### src/pkg/baud_pkg.sv
package baud_pkg;

   // register offsets (byte addresses, one aligned word each)
   localparam logic [4:0] DIV_LO_OFS = 5'h00;
   localparam logic [4:0] DIV_HI_OFS = 5'h04;
   localparam logic [4:0] CTRL_OFS   = 5'h08;
   localparam logic [4:0] COUNT_OFS  = 5'h0c;
   localparam logic [4:0] TICKS_OFS  = 5'h10;

   // control register fields
   localparam int CTRL_WIDE_BIT  = 0;
   localparam int CTRL_HSPEED_BIT = 1;
   localparam int CTRL_SYNC_BIT  = 2;
   localparam int CTRL_W         = 3;

   // reset values
   localparam logic [7:0]        DIV_RST   = 8'h00;
   localparam logic [CTRL_W-1:0] CTRL_RST  = 3'h0;
   localparam logic [15:0]       COUNT_RST = 16'h0000;
   localparam logic [15:0]       TICKS_RST = 16'h0000;

   // clock multipliers applied to (n+1)
   localparam int         PRE_W    = 7;
   localparam logic [6:0] PRE_64   = 7'h40;
   localparam logic [6:0] PRE_16   = 7'h10;
   localparam logic [6:0] PRE_4    = 7'h04;
   localparam logic [6:0] PRE_RST  = 7'h00;

   typedef enum logic [1:0] {
      DIV_64,
      DIV_16,
      DIV_4
   } prescale_e;

endpackage : baud_pkg

### src/design/baud_prescaler.sv
`timescale 1ns/1ns
module baud_prescaler
   import baud_pkg::*;
(
   // clock and reset
   input  wire logic      CLK,
   input  wire logic      NRST,
   // control
   input  wire prescale_e sel,
   input  wire logic      clear,
   // strobe, one cycle in every 64, 16 or 4
   output logic           step
);

   logic [PRE_W-1:0] count_ff;
   logic [PRE_W-1:0] nxt_count;
   logic [PRE_W-1:0] last;

   always_comb begin
      case (sel)
         DIV_64:  last = PRE_64 - 7'h01;
         DIV_16:  last = PRE_16 - 7'h01;
         default: last = PRE_4 - 7'h01;
      endcase
      step      = 1'b0;
      nxt_count = count_ff + 7'h01;
      if (clear) begin
         nxt_count = PRE_RST;
      // >= so a smaller factor chosen mid-count wraps at once
      end else if (count_ff >= last) begin
         nxt_count = PRE_RST;
         step      = 1'b1;
      end
   end

   always_ff @(posedge CLK or negedge NRST) begin
      if (!NRST) begin
         count_ff <= PRE_RST;
      end else begin
         count_ff <= nxt_count;
      end
   end

endmodule : baud_prescaler

### src/design/baud_tick_timer.sv
`timescale 1ns/1ns
// How it works
// dedicated 8 or 16 bit rate timer
// 8-bit after reset, 16-bit when select set
// period from divisor pair, free running
// async multiplier from high-speed and width selects
// sync mode ignores the high-speed select
// divisor write clears the timer at once
// async 8-bit normal: clock over 64(n+1)
// async 16-bit normal: clock over 16(n+1)
// sync 8-bit: clock over 4(n+1)
// software checks receive idle before clock change
// software may pick high speed or 16-bit
// other combinations divide by 16 or 4
module baud_tick_timer
   import baud_pkg::*;
#(
   parameter int DIV_W = 16
)
(
   // clock and reset
   input  wire logic        CLK,
   input  wire logic        NRST,
   // avalon-mm slave
   input  wire logic [4:0]  ADDRESS,
   input  wire logic        READ,
   input  wire logic        WRITE,
   input  wire logic [31:0] WRITEDATA,
   input  wire logic [3:0]  BYTEENABLE,
   output logic [31:0]      READDATA,
   output logic             WAITREQUEST,
   // rate outputs
   output logic             BAUD_TICK,
   output logic             SYNC_MODE
);

   // bus state
   logic              wait_ff;
   logic              nxt_wait;
   logic [31:0]       rdata_ff;
   logic [31:0]       nxt_rdata;
   logic              wr_done;

   // software registers
   logic [7:0]        div_lo_ff;
   logic [7:0]        nxt_div_lo;
   logic [7:0]        div_hi_ff;
   logic [7:0]        nxt_div_hi;
   logic [CTRL_W-1:0] ctrl_ff;
   logic [CTRL_W-1:0] nxt_ctrl;
   logic              div_written;

   // timer state
   logic [DIV_W-1:0]  count_ff;
   logic [DIV_W-1:0]  nxt_count;
   logic              tick_ff;
   logic              nxt_tick;
   logic [15:0]       ticks_ff;
   logic [15:0]       nxt_ticks;
   logic              sync_ff;
   logic              nxt_sync;

   // decoded mode
   logic              wide;
   logic              hspeed;
   logic              sync;
   logic [DIV_W-1:0]  reload;
   prescale_e         pre_sel;
   logic              step;

   // bus slave: one wait state, answer on the second edge
   always_comb begin
      nxt_wait  = 1'b1;
      nxt_rdata = rdata_ff;
      wr_done   = WRITE && !wait_ff;
      if ((READ || WRITE) && wait_ff) begin
         nxt_wait = 1'b0;
      end
      if (READ && wait_ff) begin
         if (ADDRESS == DIV_LO_OFS) begin
            nxt_rdata = {24'h000000, div_lo_ff};
         end else if (ADDRESS == DIV_HI_OFS) begin
            nxt_rdata = {24'h000000, div_hi_ff};
         end else if (ADDRESS == CTRL_OFS) begin
            nxt_rdata = {29'h00000000, ctrl_ff};
         end else if (ADDRESS == COUNT_OFS) begin
            nxt_rdata = {16'h0000, 16'(count_ff)};
         end else if (ADDRESS == TICKS_OFS) begin
            nxt_rdata = {16'h0000, ticks_ff};
         end else begin
            // unmapped addresses read as zero
            nxt_rdata = 32'h00000000;
         end
      end
   end

   always_ff @(posedge CLK or negedge NRST) begin
      if (!NRST) begin
         wait_ff  <= 1'b1;
         rdata_ff <= 32'h00000000;
      end else begin
         wait_ff  <= nxt_wait;
         rdata_ff <= nxt_rdata;
      end
   end

   // register writes take effect on the edge that sees waitrequest low
   always_comb begin
      nxt_div_lo  = div_lo_ff;
      nxt_div_hi  = div_hi_ff;
      nxt_ctrl    = ctrl_ff;
      div_written = 1'b0;
      if (wr_done && BYTEENABLE[0]) begin
         if (ADDRESS == DIV_LO_OFS) begin
            nxt_div_lo  = WRITEDATA[7:0];
            div_written = 1'b1;
         end else if (ADDRESS == DIV_HI_OFS) begin
            nxt_div_hi  = WRITEDATA[7:0];
            div_written = 1'b1;
         end else if (ADDRESS == CTRL_OFS) begin
            nxt_ctrl = WRITEDATA[CTRL_W-1:0];
         end else begin
            // other addresses ignore writes
            nxt_ctrl = ctrl_ff;
         end
      end
   end

   always_ff @(posedge CLK or negedge NRST) begin
      if (!NRST) begin
         div_lo_ff <= DIV_RST;
         div_hi_ff <= DIV_RST;
         ctrl_ff   <= CTRL_RST;
      end else begin
         div_lo_ff <= nxt_div_lo;
         div_hi_ff <= nxt_div_hi;
         ctrl_ff   <= nxt_ctrl;
      end
   end

   // mode decode
   always_comb begin
      wide   = ctrl_ff[CTRL_WIDE_BIT];
      hspeed = ctrl_ff[CTRL_HSPEED_BIT];
      sync   = ctrl_ff[CTRL_SYNC_BIT];
      // 8-bit mode counts the low byte only
      if (wide) begin
         reload = DIV_W'({div_hi_ff, div_lo_ff});
      end else begin
         reload = DIV_W'(div_lo_ff);
      end
      if (sync) begin
         pre_sel = DIV_4;
      end else if (!wide && !hspeed) begin
         pre_sel = DIV_64;
      end else if (!wide && hspeed) begin
         pre_sel = DIV_16;
      end else if (wide && !hspeed) begin
         pre_sel = DIV_16;
      end else begin
         pre_sel = DIV_4;
      end
   end

   // the divisor write also restarts the multiplier stage
   baud_prescaler u_prescaler (
      .CLK   (CLK),
      .NRST  (NRST),
      .sel   (pre_sel),
      .clear (div_written),
      .step  (step)
   );

   // down-count timer, reloaded on expiry, never stopped
   always_comb begin
      nxt_count = count_ff;
      nxt_tick  = 1'b0;
      nxt_ticks = ticks_ff;
      nxt_sync  = sync;
      if (div_written) begin
         // load the new value so the new rate starts this cycle
         nxt_count = DIV_W'(wide ? {nxt_div_hi, nxt_div_lo} : {8'h00, nxt_div_lo});
      end else if (step) begin
         if (count_ff == '0) begin
            nxt_count = reload;
            nxt_tick  = 1'b1;
            nxt_ticks = ticks_ff + 16'h0001;
         end else begin
            nxt_count = count_ff - DIV_W'(1);
         end
      end else if (count_ff > reload) begin
         // width change left a count above the period
         nxt_count = reload;
      end
   end

   always_ff @(posedge CLK or negedge NRST) begin
      if (!NRST) begin
         count_ff <= DIV_W'(COUNT_RST);
         tick_ff  <= 1'b0;
         ticks_ff <= TICKS_RST;
         sync_ff  <= 1'b0;
      end else begin
         count_ff <= nxt_count;
         tick_ff  <= nxt_tick;
         ticks_ff <= nxt_ticks;
         sync_ff  <= nxt_sync;
      end
   end

   assign READDATA    = rdata_ff;
   assign WAITREQUEST = wait_ff;
   assign BAUD_TICK   = tick_ff;
   assign SYNC_MODE   = sync_ff;

endmodule : baud_tick_timer

### config.mk
export PLATFORM = sky130hd
export DESIGN_NAME = baud_tick_timer
export DESIGN_NICKNAME = d
export VERILOG_FILES = /design/src/pkg/baud_pkg.sv /design/src/design/baud_prescaler.sv /design/src/design/baud_tick_timer.sv
export SDC_FILE = /design/constraint.sdc
export NUM_CORES = 1
export LEC_CHECK = 0
export BUFFER_PORTS_ARGS = -buffer_cell sky130_fd_sc_hd__buf_4
export CAP_MARGIN = 20
export CORE_ASPECT_RATIO = 0.5
export CORE_MARGIN = 5
export CORE_UTILIZATION = 35
export CTS_CLUSTER_SIZE = 24
export DETAILED_ROUTE_END_ITERATION = 8
export GPL_TIMING_DRIVEN = 1
export PLACE_DENSITY = 0.53
export SYNTH_ARGS = -nofsm -noshare
export SYNTH_HDL_FRONTEND = slang
export SYNTH_SLANG_ARGS = --single-unit
### constraint.sdc
create_clock -name CLK -period 3 [get_ports CLK]
set_clock_uncertainty 0.15 [all_clocks]
set_input_delay 0 -clock CLK [delete_from_list [all_inputs] [get_ports CLK]]
set_output_delay 0 -clock CLK [all_outputs]
set_load 0.05 [all_outputs]
==> metrics.txt, run 1 <==
power density normalized to cell area=between 700 and 800 mW/mm2; filler instances=approximately 1.2k; Avg Vias per Cell=5.57; number of clock sinks seen by CTS=77; destination of the critical timing path=count_ff[3]; detailed-routing iteration count for the pre-antenna-repair pass=5; number of distinct library cells after synthesis=65; die height=91.4 um; initial core utilization=36.2%; post-synthesis cell count=501; startpoint types=register; Area Growth Syn to Fin=32.7%; class of the worst hold path=in2async; number of buffers on the longest clock path=2; Slew Limit Fails=0; final clock period utilization by the worst path=99.5%; standby leakage power=2.84 nW; via count of the first global-routing pass=4054; ys flop type=dfrtp_1; area occupied by registers=0.00193 mm2; Post-synth EDFFs=0; launching instance or port of the critical path=ctrl_ff[0]; cell taking the most area after synthesis=dfrtp_1; end-of-flow core utilization=between 40% and 50%; cell types with the highest counts after synthesis=76 x dfrtp_1, 68 x nand2_1, 37 x o21ai_0; cell at the root of the clock tree=clkbuf_16; post-route DRC violation count=0; total core area=roughly 0.013 mm2; cell area after layout=between 0.006 and 0.007 mm2; Warnings, synthesis=0; Final HPWL DP=10600 um; maximum number of pins on one net before global-route repair=78; Relative slew margins=61.4%; signal arrival time at the worst endpoint=3060 ps; run status=complete, no violations; startpoint of the worst register-to-register path=ctrl_ff[0]; flop2flop setup slack=10 ps; Synth Area per Inst=9.27 um2; unrepaired setup endpoints after global routing=yes; number of cells in the finished layout apart from fillers=770; min Tclk post-route=2990 ps; post-detailed-route wirelength per cell=19.4 um; max_cap viols=0; area share of the largest cell type after synthesis=41.0%; cells on worst reg2reg path=9; final hold viol count=0; share of cells above drive strength 1=around 27%; global-route congestion overflow total=0; 1st-iter DRT viols=506; slew at the pin closest to its max-slew limit=579 ps; Port Buffer Count=36; ys async rst share=100%; CTS Buf Count=9; sequential share of the synthesized area=41.5%; total number of H-tree levels=3; Die W=173 um; crit path max fanout=6; Clock Latency Late Sink=340 ps; area post-placement=0.00538 mm2; clock-pin transition on the worst setup and hold timing paths=60 ps; Detailed Route WL=14900 um; largest vdd supply drop=0.000391 V; type of the setup path with the least slack=reg2reg; top cells by area in the synthesized netlist=dfrtp_1 41%, ha_1 6.7%, nand2_1 5.5%, o21ai_0 4.0%, mux2_2 3.2%; Max Clk Rate=335 MHz; number of nets in the finished design=665; area used by multi-input combinational logic=~0.0027 mm2; die footprint=0.0158 mm2; overall power=4.82 mW; antenna diode instance count=0; GP Congestion=0.938; number of nets still failing antenna checks after routing=0; number of setup violations in the final report=0; number of ports placed on the die boundary=80; Site Rows=29; Critical R2R Capture=count_ff[3]; wire length of the first global-routing pass=23100 um; vias after detailed routing=4289; dominant cell by count in the synthesized netlist=dfrtp_1; CTS tree=yes; Seq cells post-synth=77; placed cells=about 740; area of the mapped netlist=0.00464 mm2; critical path required time=3070 ps; number of antenna violations at the first check in global routing=0; Critical Path Sink Type=register; GRT Total Usage=18.4%
how the worst min path moves through the flow:
stage	start	to	slack, ps	depth (start not counted)
2_1_floorplan	NRST	BAUD_TICK	-450	0
3_3_place_gp	READ	WAITREQUEST	7	2
3_5_place_dp	READ	WAITREQUEST	20	2
4_1_cts	ADDRESS[4]	div_hi_ff[2]	120	5
5_1_grt	NRST	READDATA[1]	110	2
6_report	NRST	READDATA[2]	40	2
cells by family after synthesis:
| logic type | Yosys count | synth area share, % |
|---|---|---|
| muxes | 20 | 4.88 |
| xor gates and xnor gates | 22 | 4.15 |
| and+or+nand+nor | 188 | 19.4 |
| DFF | 77 | 41.5 |
| AOI/OAI and AO/OA | 116 | 17.5 |
| other | 1 | 0.0808 |
| buffers and inverters | 52 | 5.66 |
| adders and majority gates | 25 | 6.74 |
per-layer routing:
layer	part of all wire (%)	track usage, %
met1	50	27.9
met5	0	0
met2	42	26.1
met3	6.8	4.23
met4	1.4	4.77
worst max-delay path: stages, from the launching register on:
cell and delay [ps]:
dfrtp_2 450, ha_4 220, or3_4 410, ha_4 230, a21o_1 160, a211o_4 380, o21a_4 260, a21oi_4 250
a221oi_2 100, mux2_4 260
state kept, by name, indices dropped and copies added (netlist names):
name / flops
div_lo_ff: 8
WAITREQUEST: 1
div_hi_ff: 8
ctrl_ff: 3
SYNC_MODE: 1
READDATA: 16
BAUD_TICK: 1
u_prescaler.count_ff: 7
ticks_ff: 16
count_ff: 16
final cells by class:
class	instances	area share (%)
clock inverter	5	1.75
tap	170	3.45
sequential	77	31.3
multi-input combinational	387	44.3
timing repair buffer	105	14.3
clock buffer	11	3.94
inverter	15	0.914
stage by stage:
step / setup WS [ps] / setup TNS (ps) / hold WS, ps
finish: 14.1 / 0 / 44.3
global route: -69.7 / -802 / 113
CTS: 2.33 / 0 / 118
detailed placement: -165 / -1460 / 15.1
global placement: -83.8 / -505 / 7.44
floorplan: 12.0 / 0 / -446
cell usage in the layout (no fill, tap or decap), types with 11 or more instances in the layout:
cell	count
mux2_2	13
o21ai_0	35
conb_1	16
inv_1	14
buf_4	84
ha_1	22
nor3_1	14
nor2_1	33
xor2_1	13
nand2_1	65
nand3_1	22
dfrtp_1	75
dlygate4sd3_1	11
where the power goes:
| part | internal, mW | switching (mW) | leakage, nW |
|---|---|---|---|
| clock network | 0.840 | 0.452 | 0.170 |
| logic | 1.02 | 1.15 | 1.67 |
| registers | 1.19 | 0.178 | 0.999 |
| total | 3.04 | 1.78 | 2.84 |
what timing repair did:
| item | 4_1_cts | 5_1_grt |
|---|---|---|
| gates resized for setup | 12 | 35 |
| endpoints found under the setup margin | 25 | 16 |
| hold buffers | 11 | 0 |
| pin swaps | 5 | 21 |
| cloned | 0 | 2 |
| endpoints found under the hold margin | 104 | 0 |
| setup buffers | 2 | 2 |
(Power assumes the default switching activity.)
==> run 2: changes to the inputs <==
--- a/config.mk
+++ b/config.mk
@@ -5,6 +5,7 @@
 export SDC_FILE = /design/constraint.sdc
 export NUM_CORES = 1
 export LEC_CHECK = 0
+export ABC_AREA = 1
 export BUFFER_PORTS_ARGS = -buffer_cell sky130_fd_sc_hd__buf_4
 export CAP_MARGIN = 20
 export CORE_ASPECT_RATIO = 0.5
==> run 2 against run 1 <==
The flow now finishes with violations (negative hold slack). Cell area shrank 4.6%. Sequential share of layout area grew 1.5 points. Count of clock-buffer cells in the layout shrank 1. Critical path depth increased by 6. Via count rose by 3.7%. Combinational power down 12%. Area after synthesis rose by 8.0%. Clock power shrank 14%. Hold slack worse by 59 ps. Synthesized cell count is 34% higher. Largest power group unchanged.
==> metrics.txt, run 2 <==
vias after detailed routing=4449 (+3.7%); Slew Limit Fails=0 (unchanged); critical path required time=3090 ps (+20 ps); number of antenna violations at the first check in global routing=0 (unchanged); violated checks=negative hold slack; die height=94.6 um (+3.5%); Port Buffer Count=36 (unchanged); area of the mapped netlist=0.00501 mm2 (+8.0%); Final HPWL DP=10600 um (-0.39%); total core area=0.0138 mm2 (+7.6%); detailed-routing iteration count for the pre-antenna-repair pass=4 (-1); number of distinct library cells after synthesis=38 (-42%); area share of the largest cell type after synthesis=37.9% (-3.0 points); min Tclk post-route=2800 ps (-185 ps); switching power=1.99 mW (+12%); setup tns final=0 ps (unchanged); number of clock sinks seen by CTS=77 (unchanged); top cells by area in the synthesized netlist=dfrtp_1 38%, nand2_1 15%, ha_1 6.2%, inv_1 5.9%, nor2_1 4.6%; crit path max fanout=19 (+13); ys flop type=dfrtp_1; largest vdd supply drop=0.000281 V (-28%); run status=complete, but fails checks; number of nets in the finished design=795 (+20%); combinational cell fraction of total power=42.6% (-2.3 points); global-route congestion overflow total=0 (unchanged); dominant cell by count in the synthesized netlist=nand2_1; Synth Area per Inst=7.45 um2 (-20%); GRT Total Usage=17.2% (-1.2 points); total number of H-tree levels=3 (unchanged); die footprint=0.0170 mm2 (+7.3%); number of buffers added for setup after CTS=0 (-2); filler instances=1438 (+17%); startpoint types=register; proportion of power drawn by the clock network=24.9% (-1.9 points); Net Sw Frac=44.4% (+7.5 points); area post-placement=0.00542 mm2 (+0.65%); Critical Path Sink Type=register; commonest non-fill, non-tap cell in the layout=nand2_1; Post-synth EDFFs=0 (unchanged); antenna diode instance count=0 (unchanged); Die W=179 um (+3.7%); 1st-iter DRT viols=281 (-44%); wire length of the first global-routing pass=22500 um (-2.7%); sequential share of the synthesized area=38.5% (-3.1 points); final hold viol count=8 (+8); Warnings, synthesis=0 (unchanged); portion of total power attributed to sequential cells=32.6% (+4.3 points); number of buffers on the longest clock path=2 (unchanged); post-route DRC violation count=0 (unchanged); maximum number of pins on one net before global-route repair=34 (-56%); internal power=2.49 mW (-18%); clock-pin transition on the worst setup and hold timing paths=70 ps (about the same); post-synthesis cell count=673 (+34%); max_cap viols=0 (unchanged); cell at the root of the clock tree=clkbuf_16; Seq cells post-synth=77 (unchanged); final worst hold slack=-15.1 ps (-59.4 ps); number of nets still failing antenna checks after routing=0 (unchanged); most used cells in the layout excluding fill and tap cells=202 x nand2_1, 79 x inv_1, 76 x dfrtp_1; Relative slew margins=41.4% (-20 points); Site Rows=30 (+3.4%); number of setup violations in the final report=0 (unchanged); GP Congestion=0.867 (-7.6%); slew at the pin closest to its max-slew limit=876 ps (+297 ps); standby leakage power=3.06 nW (+7.5%); Clock Latency Late Sink=350 ps (about the same); class of the worst hold path=in2async; share of cells above drive strength 1=11.9% (-15 points); Detailed Route WL=13800 um (-7.2%); Area Growth Syn to Fin=17.2%; Max Clk Rate=357 MHz (+6.6%); CTS tree=yes; via count of the first global-routing pass=4266 (+5.2%); ys async rst share=100% (unchanged); post-detailed-route wirelength per cell=15.0 um (-23%); signal arrival time at the worst endpoint=2890 ps (-170 ps); Avg Vias per Cell=4.83 (-13%); type of the setup path with the least slack=reg2reg; cell types with the highest counts after synthesis=202 x nand2_1, 79 x inv_1, 76 x dfrtp_1; power density normalized to cell area=762 mW/mm2 (-2.6%); CTS Buf Count=9 (unchanged); cell taking the most area after synthesis=dfrtp_1; cell area after layout=0.00587 mm2 (-4.6%); unrepaired setup endpoints after global routing=no; final clock period utilization by the worst path=93.4% (-6.2 points); number of ports placed on the die boundary=80 (unchanged); initial core utilization=36.4% (+0.14 points)
run 2: cells by family after synthesis:
| kind of cell | after synthesis | synth area share [%] |
|---|---|---|
| flops | 77 | 38.5 |
| other cells | 1 | 0.0748 |
| buf+inv | 111 | 9.96 |
| compound gates | 88 | 9.79 |
| xor+xnor | 27 | 4.72 |
| fa+ha+maj | 25 | 6.24 |
| simple gates | 344 | 30.8 |
run 2: routing by layer:
metal / track usage (%) / vias up / share of wire, %
met5: 0 / - / 0
met2: 26.6 / 121 / 42
met3: 3.36 / 15 / 6.1
met4: 4.24 / 0 / 1.3
li1: - / 2221 / -
met1: 24.8 / 2092 / 50
run 2: cell type report:
type / instances / area [um2] / share of cell area (%)
multi-input cells: 500 / 2650 / 45.0
flip-flops and latches: 77 / 1930 / 32.8
repair buffers: 55 / 450 / 7.67
inverters: 82 / 312 / 5.30
well taps: 192 / 240 / 4.09
clock buffers: 10 / 229 / 3.90
clock inverters: 6 / 68.8 / 1.17
run 2: power groups by stage:
| stage | Clock (mW) | Combinational (mW) | Sequential (mW) |
|---|---|---|---|
| 2_1_floorplan | 0 | 1.38 | 1.49 |
| 3_3_place_gp | 0 | 1.86 | 1.47 |
| 3_5_place_dp | 0 | 1.89 | 1.47 |
| 4_1_cts | 1.13 | 1.91 | 1.46 |
| 5_1_grt | 1.20 | 2.20 | 1.48 |
| 6_report | 1.11 | 1.91 | 1.46 |
run 2: stage by stage:
step                total power, mW  worst slack [ps]  std cells  util (%)  hold WS, ps
detailed placement             3.36              93.9        891      39.3         -173
floorplan                      2.87               447        688         -         -446
finish                         4.48               199        922      42.6        -15.1
CTS                            4.50              77.9        922      42.6         2.44
global placement               3.33               194        891      39.3         -171
global route                   4.88              2.57        922      42.6         30.2
run 2: final timing paths:
kind / startpoint / end / slack, ps / cells after the start
min in group CLK: ADDRESS[4] / ctrl_ff[2] / 10 / 4
max in group asynchronous: NRST / ticks_ff[10] / 2020 / 3
max reg2reg: ctrl_ff[1] / count_ff[7] / 200 / 15
min: NRST / u_prescaler.count_ff[5] / -20 / 2
min reg2reg: ctrl_ff[2] / SYNC_MODE / 260 / 0
max: ctrl_ff[1] / count_ff[7] / 200 / 15
run 2: worst max-delay path, stage by stage (launching register included):
cell     delay [ps]
dfrtp_1         400
ha_1            180
inv_1            50
nand2_1          90
or2_2           310
ha_1            300
nand2_1          90
nor2_1          110
nand2_1         100
nand3_4         100
buf_4           160
nand3_4         190
o21ai_0         250
nand2_1          70
nand3_1          80
nand2_1          50
run 2: timing repair:
action / CTS / global route
hold buffers: 15 / 0
endpoints found under the hold margin: 102 / 0
gates resized for setup: 0 / 4
endpoints found under the setup margin: 0 / 14
==> run 3: changes to the inputs <==
--- a/config.mk
+++ b/config.mk
@@ -7,14 +7,15 @@
 export LEC_CHECK = 0
 export ABC_AREA = 1
 export BUFFER_PORTS_ARGS = -buffer_cell sky130_fd_sc_hd__buf_4
-export CAP_MARGIN = 20
+export CELL_PAD_IN_SITES_DETAIL_PLACEMENT = 1
+export CELL_PAD_IN_SITES_GLOBAL_PLACEMENT = 1
 export CORE_ASPECT_RATIO = 0.5
 export CORE_MARGIN = 5
 export CORE_UTILIZATION = 35
 export CTS_CLUSTER_SIZE = 24
 export DETAILED_ROUTE_END_ITERATION = 8
 export GPL_TIMING_DRIVEN = 1
-export PLACE_DENSITY = 0.53
+export PLACE_DENSITY = 0.69
 export SYNTH_ARGS = -nofsm -noshare
 export SYNTH_HDL_FRONTEND = slang
 export SYNTH_SLANG_ARGS = --single-unit
==> run 3 against run 2 <==
Global-route usage grew 2.1 points. Wire length is 13% higher. Critical path type unchanged. Maximum frequency about the same. The flow now finishes without violations. First-iteration DRC count down 28%.
==> metrics.txt, run 3 (same netlist as run 2, synthesis figures left out) <==
run status=complete, no violations; wire length of the first global-routing pass=25100 um (+12%); largest vdd supply drop=0.000393 V (+40%); setup tns final=0 ps (unchanged); number of setup violations in the final report=0 (unchanged); final hold viol count=0 (-8); cell at the root of the clock tree=clkbuf_16; Critical Path Sink Type=register; type of the setup path with the least slack=reg2reg; cell type group with the largest total delay on the critical path=simple AND/OR/NAND/NOR gates; post-route DRC violation count=0 (unchanged); Slew Limit Fails=0 (unchanged); Area Growth Syn to Fin=17.8%; crit path max fanout=8 (-11); max_cap viols=0 (unchanged); critical path required time=3080 ps (about the same); die height=94.6 um (unchanged); Buf+Inv Stages, Crit Path=1 (-1); CTS tree=yes; detailed-routing iteration count for the pre-antenna-repair pass=4 (unchanged); global-route congestion overflow total=0 (unchanged); area post-placement=0.00543 mm2 (+0.28%); startpoint types=register; filler instances=1741 (+21%); standby leakage power=3.06 nW (+0.17%); cell area after layout=0.00590 mm2 (+0.49%); min Tclk post-route=2800 ps (+0.931 ps); number of antenna violations at the first check in global routing=0 (unchanged); class of the worst hold path=in2async; Clock Latency Late Sink=350 ps (about the same); area occupied by registers=0.00193 mm2 (unchanged); worst stage delay on the critical path=410 ps (about the same); CTS Buf Count=9 (unchanged); Site Rows=30 (unchanged); via count of the first global-routing pass=4744 (+11%); GP Congestion=0.862 (-0.54%); number of clock sinks seen by CTS=77 (unchanged); number of nets in the finished design=799 (+0.50%); number of ports placed on the die boundary=80 (unchanged); clock-pin transition on the worst setup and hold timing paths=70 ps (about the same); slew at the pin closest to its max-slew limit=893 ps (+17.3 ps); GRT Total Usage=19.3% (+2.1 points); 1st-iter DRT viols=201 (-28%); area used by multi-input combinational logic=0.00266 mm2 (+0.52%); maximum number of pins on one net before global-route repair=38 (+12%); Max Clk Rate=357 MHz (about the same); Avg Vias per Cell=4.96 (+2.7%); slowest stage cell, crit path=dfrtp_1; total number of H-tree levels=3 (unchanged); Final HPWL DP=11900 um (+12%); cell-by-cell listing of the critical path=ha_1, inv_1, nand2_1, or2_2, ha_1, nand2_1, nor2_1, nand2_1, nand3_4, nand2_4, nor2_4, nand4_1, xor2_1; total core area=0.0138 mm2 (unchanged); Port Buffer Count=36 (unchanged); number of buffers on the longest clock path=2 (unchanged); vias after detailed routing=4591 (+3.2%); Detailed Route WL=15600 um (+13%); signal arrival time at the worst endpoint=2890 ps (about the same); final clock period utilization by the worst path=93.4% (about the same); share of cells above drive strength 1=12.7% (+0.75 points); initial core utilization=36.4% (unchanged); Worst path most repeated cell=nand2_1; unrepaired setup endpoints after global routing=no; placed cells=893 (+0.22%); Relative slew margins=40.3% (-1.2 points); commonest non-fill, non-tap cell in the layout=nand2_1; Die W=179 um (unchanged); most used cells in the layout excluding fill and tap cells=201 x nand2_1, 79 x inv_1, 76 x dfrtp_1; die footprint=0.0170 mm2 (unchanged); number of nets still failing antenna checks after routing=0 (unchanged); antenna diode instance count=0 (unchanged); power density normalized to cell area=773 mW/mm2 (+1.3%); number of cells in the finished layout apart from fillers=926 (+0.43%); post-detailed-route wirelength per cell=16.9 um (+12%)
-- run 3: repair_timing --
action / 4_1_cts / 5_1_grt
gates cloned: 0 / 1
resized for setup: 1 / 5
pin swaps: 0 / 4
endpoints found under the setup margin: 1 / 18
setup buffers: 0 / 1
endpoints found under the hold margin: 91 / 0
hold buffers: 15 / 0
-- run 3: final timing paths --
check	start	slack [ps]	cells past startpoint	endpoint
max	ctrl_ff[1]	200	13	ticks_ff[4]
min	NRST	20	2	div_hi_ff[4]
max reg2reg	ctrl_ff[1]	200	13	ticks_ff[4]
min reg2reg	ctrl_ff[2]	260	0	SYNC_MODE
max in group asynchronous	NRST	1970	3	ticks_ff[13]
min in group CLK	ADDRESS[4]	20	4	ctrl_ff[1]
-- run 3: stage by stage --
| step | hold slack, ps | setup slack, ps | power (mW) | utilization, % |
|---|---|---|---|---|
| 2_1_floorplan | -446 | 447 | 2.87 | - |
| 3_3_place_gp | -129 | 146 | 3.34 | 39.4 |
| 3_5_place_dp | -130 | 14.6 | 3.42 | 39.4 |
| 4_1_cts | 7.68 | 51.2 | 4.56 | 42.7 |
| 5_1_grt | 73.3 | 15.8 | 4.93 | 42.9 |
| 6_report | 19.5 | 199 | 4.56 | 42.9 |
-- run 3: worst reg2reg max path, cell delays in order (launching register included) --
cell and delay, ps:
dfrtp_1 410, ha_1 190, inv_1 50, nand2_1 90, or2_2 310, ha_1 300
nand2_1 90, nor2_1 120, nand2_1 110, nand3_4 160, nand2_4 110, nor2_4 290
nand4_1 160, xor2_1 170
-- run 3: final cells by class --
cell class | count | share of cell area, %
Inverter | 82 | 5.32
Tap cell | 192 | 4.07
Sequential cell | 77 | 32.7
Timing Repair Buffer | 58 | 8.01
Clock buffer | 9 | 3.82
Multi-Input combinational cell | 501 | 45.1
Clock inverter | 7 | 1.06
-- run 3: report_power, final --
group / internal [mW] / switching, mW / leakage (nW) / total (mW)
Combinational: 0.638 / 1.38 / 2.00 / 2.02
Sequential: 1.23 / 0.221 / 0.932 / 1.45
Clock: 0.579 / 0.511 / 0.133 / 1.09
-- run 3: per-layer routing --
layer  share of wire (%)  wire length [um]  GRT usage [%]
met3                 4.6               714           3.88
met5                   0                 0              0
met2                  46              7110           31.5
met1                  49              7590           26.3
met4                 1.2               195           4.94
